$ cat config.mk
export PLATFORM = sky130hd
export DESIGN_NAME = adc_device_end_flat
export DESIGN_NICKNAME = d
export VERILOG_FILES = /design/src/inc/adc_link_pkg.sv /design/src/inc/adc_link_if.sv /design/src/adc_device_end.sv /design/src/flat_wrapper.sv
export SDC_FILE = /design/constraint.sdc
export NUM_CORES = 1
export LEC_CHECK = 0
export BUFFER_PORTS_ARGS = -buffer_cell sky130_fd_sc_hd__buf_4
export CELL_PAD_IN_SITES_DETAIL_PLACEMENT = 0
export CELL_PAD_IN_SITES_GLOBAL_PLACEMENT = 2
export CORE_ASPECT_RATIO = 1.4
export CORE_MARGIN = 1.5
export CORE_UTILIZATION = 34
export CTS_BUF_LIST = sky130_fd_sc_hd__clkbuf_16
export DETAILED_ROUTE_END_ITERATION = 7
export GPL_ROUTABILITY_DRIVEN = 0
export MAX_ROUTING_LAYER = met4
export PLACE_DENSITY_LB_ADDON = 0.15
export RECOVER_POWER = 25
export SLEW_MARGIN = 20
export SYNTH_ARGS = -nofsm -noshare
export SYNTH_HDL_FRONTEND = slang
export SYNTH_SLANG_ARGS = --single-unit
$ cat constraint.sdc
create_clock -name clock -period 1.6 [get_ports clock]
set_input_delay 0.08 -clock clock [delete_from_list [all_inputs] [get_ports clock]]
set_output_delay 0.08 -clock clock [all_outputs]
set_load 0.01 [all_outputs]
$ cat src/inc/adc_link_pkg.sv
// Purpose: shared constants for the sampling converter serial link
// Assumes: system clock of 100 MHz on both ends
// Notes:   link pins are sampled, never used as clocks
package adc_link_pkg;
    localparam int RESULT_BITS      = 12;
    localparam int CONV_EDGES       = 14;   // falling edges that finish a conversion
    localparam int HIZ_EDGE         = 16;   // output released after this edge
    localparam int NAP_PULSES       = 2;
    localparam int SLEEP_PULSES     = 4;
    localparam int CLK_PERIOD_NS    = 10;
    localparam int SETUP_DELAY_NS   = 5;    // frame_end_setup_delay
    localparam int SETUP_DELAY_CYC  = (SETUP_DELAY_NS + CLK_PERIOD_NS - 1) / CLK_PERIOD_NS;
    localparam int HALF_PERIOD_CYC  = 4;    // host divider half period
    localparam int ACQ_CYC          = 8;    // acquisition_window in system clocks
    localparam logic [11:0] RESULT_RESET = 12'h000;
    typedef enum logic [1:0] {
        PWR_ACTIVE = 2'b00,
        PWR_NAP    = 2'b01,
        PWR_SLEEP  = 2'b10
    } power_type;
    typedef enum logic [1:0] {
        ACQ_LOW  = 2'b00,
        ACQ_HIGH = 2'b01,
        ACQ_RUN  = 2'b10
    } acq_mode_type;
endpackage

$ cat src/inc/adc_link_if.sv
// Purpose: three-wire serial link between converter and host
// Assumes: host drives select and serial clock
// Notes:   data pin resolved from the device's enable
`timescale 1ns/1ns
interface adc_link_if;
    logic cs_n;
    logic sck;
    logic sdo_o;
    logic sdo_oe;
    logic sdo;
    // pin level seen by the host; floats high when released
    assign sdo = sdo_oe ? sdo_o : 1'b1;
    modport device (input cs_n, input sck, output sdo_o, output sdo_oe);
    modport host   (output cs_n, output sck, input sdo);
endinterface

$ cat src/adc_device_end.sv
// Purpose: converter end: frames, conversion, serial readout, power-down
// Assumes: cs_n and sck arrive asynchronously and are synchronised here
// Notes:   sample value enters on sample_in when the frame starts
`timescale 1ns/1ns
module adc_device_end
    import adc_link_pkg::*;
(
    input  wire logic                   clock,
    input  wire logic                   rstn,
    input  wire logic                   clk_en,
    adc_link_if.device                  link,
    input  wire logic [RESULT_BITS-1:0] sample_in,
    output logic      [RESULT_BITS-1:0] result_out,
    output logic                        result_valid,
    output logic                        conv_abort,
    output power_type                   power_state,
    output logic                        sampling
);
    ////////////////////////////////////////////////////////////////////////
    // two-stage synchronisers for the link pins
    logic [1:0] cs_sync_q;
    logic [1:0] sck_sync_q;
    logic       cs_prev_q;
    logic       sck_prev_q;
    always_ff @(posedge clock or negedge rstn) begin
        if (!rstn) begin
            cs_sync_q  <= 2'h3;
            sck_sync_q <= 2'h0;
            cs_prev_q  <= 1'b1;
            sck_prev_q <= 1'b0;
        end else if (clk_en) begin
            cs_sync_q  <= {cs_sync_q[0], link.cs_n};
            sck_sync_q <= {sck_sync_q[0], link.sck};
            cs_prev_q  <= cs_sync_q[1];
            sck_prev_q <= sck_sync_q[1];
        end
    end
    logic cs_fall;
    logic cs_rise;
    logic sck_fall;
    logic sck_rise;
    logic cs_low;
    assign cs_low   = !cs_sync_q[1];
    assign cs_fall  = clk_en && cs_prev_q && !cs_sync_q[1];
    assign cs_rise  = clk_en && !cs_prev_q && cs_sync_q[1];
    assign sck_fall = clk_en && sck_prev_q && !sck_sync_q[1];
    assign sck_rise = clk_en && !sck_prev_q && sck_sync_q[1];

    ////////////////////////////////////////////////////////////////////////
    // acquisition clock pattern: low only while idle means one leading zero
    logic sck_seen_high_q;
    always_ff @(posedge clock or negedge rstn) begin
        if (!rstn)
            sck_seen_high_q <= 1'b0;
        else if (clk_en) begin
            if (cs_rise)
                sck_seen_high_q <= sck_sync_q[1];
            else if (!cs_low && sck_sync_q[1])
                sck_seen_high_q <= 1'b1;
        end
    end

    ////////////////////////////////////////////////////////////////////////
    // falling edge counter within a frame
    logic [4:0] edge_cnt_q;
    always_ff @(posedge clock or negedge rstn) begin
        if (!rstn)
            edge_cnt_q <= 5'h00;
        else if (clk_en) begin
            if (cs_fall)
                edge_cnt_q <= 5'h00;
            else if (cs_low && sck_fall && edge_cnt_q != 5'h1F)
                edge_cnt_q <= edge_cnt_q + 5'h01;
        end
    end

    ////////////////////////////////////////////////////////////////////////
    // conversion: sample latched at frame start, kept only if complete
    logic [RESULT_BITS-1:0] conv_q;
    logic [RESULT_BITS-1:0] prev_q;
    logic                   done_q;
    logic [1:0]             setup_q;
    always_ff @(posedge clock or negedge rstn) begin
        if (!rstn) begin
            conv_q  <= RESULT_RESET;
            done_q  <= 1'b0;
            setup_q <= 2'h0;
        end else if (clk_en) begin
            if (cs_fall) begin
                conv_q  <= sample_in;
                done_q  <= 1'b0;
                setup_q <= 2'h0;
            end else if (cs_low && edge_cnt_q >= 5'(CONV_EDGES)) begin
                if (setup_q < 2'(SETUP_DELAY_CYC))
                    setup_q <= setup_q + 2'h1;
                else
                    done_q <= 1'b1;
            end
        end
    end

    // finished result becomes the next frame's readout
    always_ff @(posedge clock or negedge rstn) begin
        if (!rstn) begin
            prev_q       <= RESULT_RESET;
            result_valid <= 1'b0;
            conv_abort   <= 1'b0;
            result_out   <= RESULT_RESET;
        end else if (clk_en) begin
            result_valid <= 1'b0;
            conv_abort   <= 1'b0;
            if (cs_rise && power_state == PWR_ACTIVE) begin
                if (done_q) begin
                    prev_q       <= conv_q;
                    result_out   <= conv_q;
                    result_valid <= 1'b1;
                end else
                    conv_abort <= 1'b1;
            end
        end
    end

    ////////////////////////////////////////////////////////////////////////
    // serial output: leading zeros, result, trailing zeros
    logic [RESULT_BITS+1:0] shift_q;
    logic                   sdo_q;
    logic                   oe_q;
    always_ff @(posedge clock or negedge rstn) begin
        if (!rstn) begin
            shift_q <= '0;
            sdo_q   <= 1'b0;
            oe_q    <= 1'b0;
        end else if (clk_en) begin
            if (!cs_low || power_state != PWR_ACTIVE) begin
                oe_q  <= 1'b0;
                sdo_q <= 1'b0;
            end else if (cs_fall) begin
                sdo_q <= 1'b0;
                oe_q  <= 1'b1;
                if (sck_seen_high_q)
                    shift_q <= {1'b0, prev_q, 1'b0};
                else
                    shift_q <= {prev_q, 2'b00};
            end else if (sck_fall) begin
                sdo_q   <= shift_q[RESULT_BITS+1];
                shift_q <= {shift_q[RESULT_BITS:0], 1'b0};
                if (edge_cnt_q + 5'h01 >= 5'(HIZ_EDGE))
                    oe_q <= 1'b0;
            end
        end
    end
    assign link.sdo_o  = sdo_q;
    assign link.sdo_oe = oe_q;
    assign sampling    = !cs_low;

    ////////////////////////////////////////////////////////////////////////
    // power-down: count select pulses with the clock static
    logic [2:0] pulse_cnt_q;
    power_type  power_q;
    always_ff @(posedge clock or negedge rstn) begin
        if (!rstn) begin
            pulse_cnt_q <= 3'h0;
            power_q     <= PWR_ACTIVE;
        end else if (clk_en) begin
            if (sck_rise) begin
                pulse_cnt_q <= 3'h0;
                power_q     <= PWR_ACTIVE;
            end else if (cs_rise && edge_cnt_q == 5'h00) begin
                if (pulse_cnt_q != 3'h7)
                    pulse_cnt_q <= pulse_cnt_q + 3'h1;
                if (pulse_cnt_q + 3'h1 >= 3'(SLEEP_PULSES))
                    power_q <= PWR_SLEEP;
                else if (pulse_cnt_q + 3'h1 >= 3'(NAP_PULSES))
                    power_q <= PWR_NAP;
            end else if (cs_rise)
                pulse_cnt_q <= 3'h0;
        end
    end
    assign power_state = power_q;
endmodule

$ cat src/flat_wrapper.sv
// flat-port wrapper written by rule: the top's interface ports become plain ports
module adc_device_end_flat import adc_link_pkg::*;
  (clock, rstn, clk_en, sample_in, result_out, result_valid, conv_abort, power_state, sampling, link_cs_n, link_sck, link_sdo_o, link_sdo_oe);
  adc_link_if link_i ();
  input  wire logic clock;
  input  wire logic rstn;
  input  wire logic clk_en;
  input  wire logic [RESULT_BITS-1:0] sample_in;
  output logic      [RESULT_BITS-1:0] result_out;
  output logic result_valid;
  output logic conv_abort;
  output power_type power_state;
  output logic sampling;
  input wire logic [$bits(link_i.cs_n)-1:0] link_cs_n;
  input wire logic [$bits(link_i.sck)-1:0] link_sck;
  output wire logic [$bits(link_i.sdo_o)-1:0] link_sdo_o;
  output wire logic [$bits(link_i.sdo_oe)-1:0] link_sdo_oe;
  assign link_i.cs_n = link_cs_n;
  assign link_i.sck = link_sck;
  assign link_sdo_o = link_i.sdo_o;
  assign link_sdo_oe = link_i.sdo_oe;
  adc_device_end u_core (.clock(clock), .rstn(rstn), .clk_en(clk_en), .link(link_i), .sample_in(sample_in), .result_out(result_out), .result_valid(result_valid), .conv_abort(conv_abort), .power_state(power_state), .sampling(sampling));
endmodule
==> impl_metrics.tcl <==
set metrics [dict create \
    root_buffer "clkbuf_16" \
    setup-tns-final_ps 0 \
    dr.pass1.iters 4 \
    vias 2239 \
    grt_pass1_wl_um 12100 \
    wl_per_cell_um 16.4 \
    dpl_cell_area_mm2 0.00347 \
    rrSetupSlack_ps 5 \
    timing.final.crit_period_ps 1590 \
    hold_path.class "in2async" \
    layout_common_cells "buf_4 (60), dfrtp_1 (57), nand2_1 (38)" \
    synth_top_area_cell "dfrtp_1" \
    yosysWarnings 0 \
    rr_startpoint "u_core.edge_cnt_q[1]" \
    io_buffers 35 \
    core_mm2 0.00825 \
    clock_path_buffers 2 \
    start_util 0.355 \
    leakagePower_nw 1.87 \
    instances_no_fill 452 \
    die_w_um 81.4 \
    drive_gt1_frac 0.394 \
    wl_um 7430 \
    first_global_vias 2344 \
    clk_latency_ps 330 \
    synth-seq-cells 61 \
    ios 36 \
    drc 0 \
    synth_area_mm2 0.00293 \
    critPathRequiredTime_ps 1860 \
    path_clk_slew_ps 60 \
    track_usage 0.183 \
    postRouteAntennaNets 0 \
    critPathCaptureType "flop" \
    critPathMaxStageDelay_ps 480 \
    critical_path.slowest_cell "or4b_4" \
    grt_setup_unrepaired "true" \
    tightest_slew_ps 816 \
    dp.cells 413 \
    final_area_mm2 0.00402 \
    cp_max_fo 4 \
    reg2reg_depth 7 \
    syn_nets 292 \
    yosysUniqueCellTypes 47 \
    slew_headroom 0.456 \
    period_share 0.997 \
    drt_iter0_drc 93 \
    die_y_um 113 \
    yosys-top-cells-area "dfrtp_1 (50%), mux2_2 (10%), nand2_1 (4.9%)" \
    cts_buffers 9 \
    dieArea_mm2 0.00918 \
    cp_num_buf_inv 2 \
    fillers 777 \
    fin_nets 370 \
    fin_hold_ws_ps 379 \
    dp_hpwl_um 4920 \
    skew_ps 6.85 \
    via_per_inst 4.95 \
    final_common_cell "buf_4" \
    synthCells 267 \
    synth_edf_count 0 \
    area_growth_pct 37.4 \
    path_class "reg2reg" \
    max_cap_viol_count 0 \
    cts.sinks 61 \
    final_hold_viol_count 0 \
    r2r_end "u_core.pulse_cnt_q[1]" \
    synth_top_area_frac 0.496 \
    fmax_mhz 627 \
    cts_tree "done" \
    htree_levels 3 \
    syn_avg_cell_area_um2 11.0 \
    synthArstFlopShare 1.00 \
    post-route-util 0.488 \
    status "complete, no violations" \
    synth_ff_type "dfrtp_1" \
    finalMaxSlewViolations 0 \
    synth-seq-area-share 0.523 \
    peakVddDrop_mv 0.738 \
    num_antenna_cells 0 \
    crit_chain "buf_6 > inv_4 > ha_4 > or4b_4 > nor4_2 > a21oi_1 > nor2_1" \
    gr-total-overflow 0 \
    power_density_mw_per_mm2 1560 \
    cp.arrival_ps 1850 \
    setup_viol_count_final 0 \
    start_kind "flop" \
    crit_family "simple AND/OR/NAND/NOR gates" \
    grt_max_degree 32 \
    antenna_found_initial 0 \
    placementRows 39 \
]
## power breakdown
part | total (mW) | switching [mW] | internal, mW
Combinational | 1.92 | 0.890 | 1.03
Sequential | 2.47 | 0.424 | 2.05
Clock | 1.90 | 0.708 | 1.19
## state kept, by name (all words and copies together), names as in the netlist
name and count:
u_core.sck_prev_q 1, u_core.done_q 1, u_core.link.sdo_o 1, u_core.result_valid 1
u_core.sck_seen_high_q 1, u_core.link.sdo_oe 1, u_core.conv_q 12, u_core.power_state 2
u_core.sck_sync_q 2, u_core.cs_sync_q 2, u_core.setup_q 2, u_core.cs_prev_q 1
u_core.shift_q 13, u_core.pulse_cnt_q 3, u_core.result_out 12, u_core.conv_abort 1
u_core.edge_cnt_q 5
## cell usage after synthesis, drive strengths merged, types with 3 or more instances
| master | count |
|---|---|
| a21oi | 17 |
| buf | 10 |
| clkbuf | 5 |
| dfrtp | 58 |
| dfstp | 3 |
| ha | 8 |
| inv | 10 |
| mux2 | 28 |
| mux2i | 3 |
| nand2 | 38 |
| nand2b | 3 |
| nand3 | 5 |
| nor2 | 26 |
| nor3 | 3 |
| nor4b | 3 |
| o21ai | 7 |
| o22ai | 12 |
| xnor2 | 3 |
## stage by stage
stage / power [mW] / worst slack, ps
floorplan: 3.51 / 4.65
global placement: 4.24 / -16.4
detailed placement: 4.27 / -76.2
CTS: 6.27 / -19.7
global route: 6.67 / -95.8
finish: 6.29 / 5.18
## worst max path at each step
stage          depth (start not counted)                 start  slack (ps)               endpoint
6_report                               7  u_core.edge_cnt_q[1]           5  u_core.pulse_cnt_q[1]
5_1_grt                                7  u_core.edge_cnt_q[1]        -100  u_core.pulse_cnt_q[1]
4_1_cts                                7  u_core.edge_cnt_q[1]         -20  u_core.pulse_cnt_q[2]
3_5_place_dp                           6  u_core.edge_cnt_q[1]         -80   u_core.edge_cnt_q[4]
3_3_place_gp                           6  u_core.edge_cnt_q[1]         -20   u_core.edge_cnt_q[1]
2_1_floorplan                          6   u_core.cs_sync_q[1]           5   u_core.result_out[4]
## routing by layer
layer,share of wire,track usage
met5,0,-
met4,0.018,0.0759
met3,0.022,0.0331
met2,0.53,0.311
met1,0.43,0.206
## repair_timing
action                     4_1_cts  5_1_grt
pin swaps                        1        5
hold buffers                    16        0
gates cloned                     0        1
resized for setup                6        9
setup endpoints to repair        7       29
hold endpoints to repair        40        0
buffers inserted                 2        4
## worst reg2reg max path: stages (launching register included)
cell and delay (ps):
dfrtp_1 420, buf_6 140, inv_4 50, ha_4 110
or4b_4 480, nor4_2 160, a21oi_1 80, nor2_1 90
## kinds of logic after synthesis
family / count (synthesis) / synth area share
flops: 61 / 0.523
mux: 31 / 0.118
fa+ha+maj: 8 / 0.0342
simple gates: 93 / 0.159
buf+inv: 25 / 0.0432
compound gates: 46 / 0.115
xor+xnor: 3 / 0.00898
## final cells by class
type,instances,area (µm²),share of cell area
Tap cell,102,128,0.0317
Inverter,10,40.0,0.00995
Clock inverter,7,66.3,0.0165
Sequential cell,61,1530,0.381
Clock buffer,9,225,0.0560
Timing Repair Buffer,81,672,0.167
Multi-Input combinational cell,182,1360,0.338
Note: power is estimated with default switching activity, not from simulation.
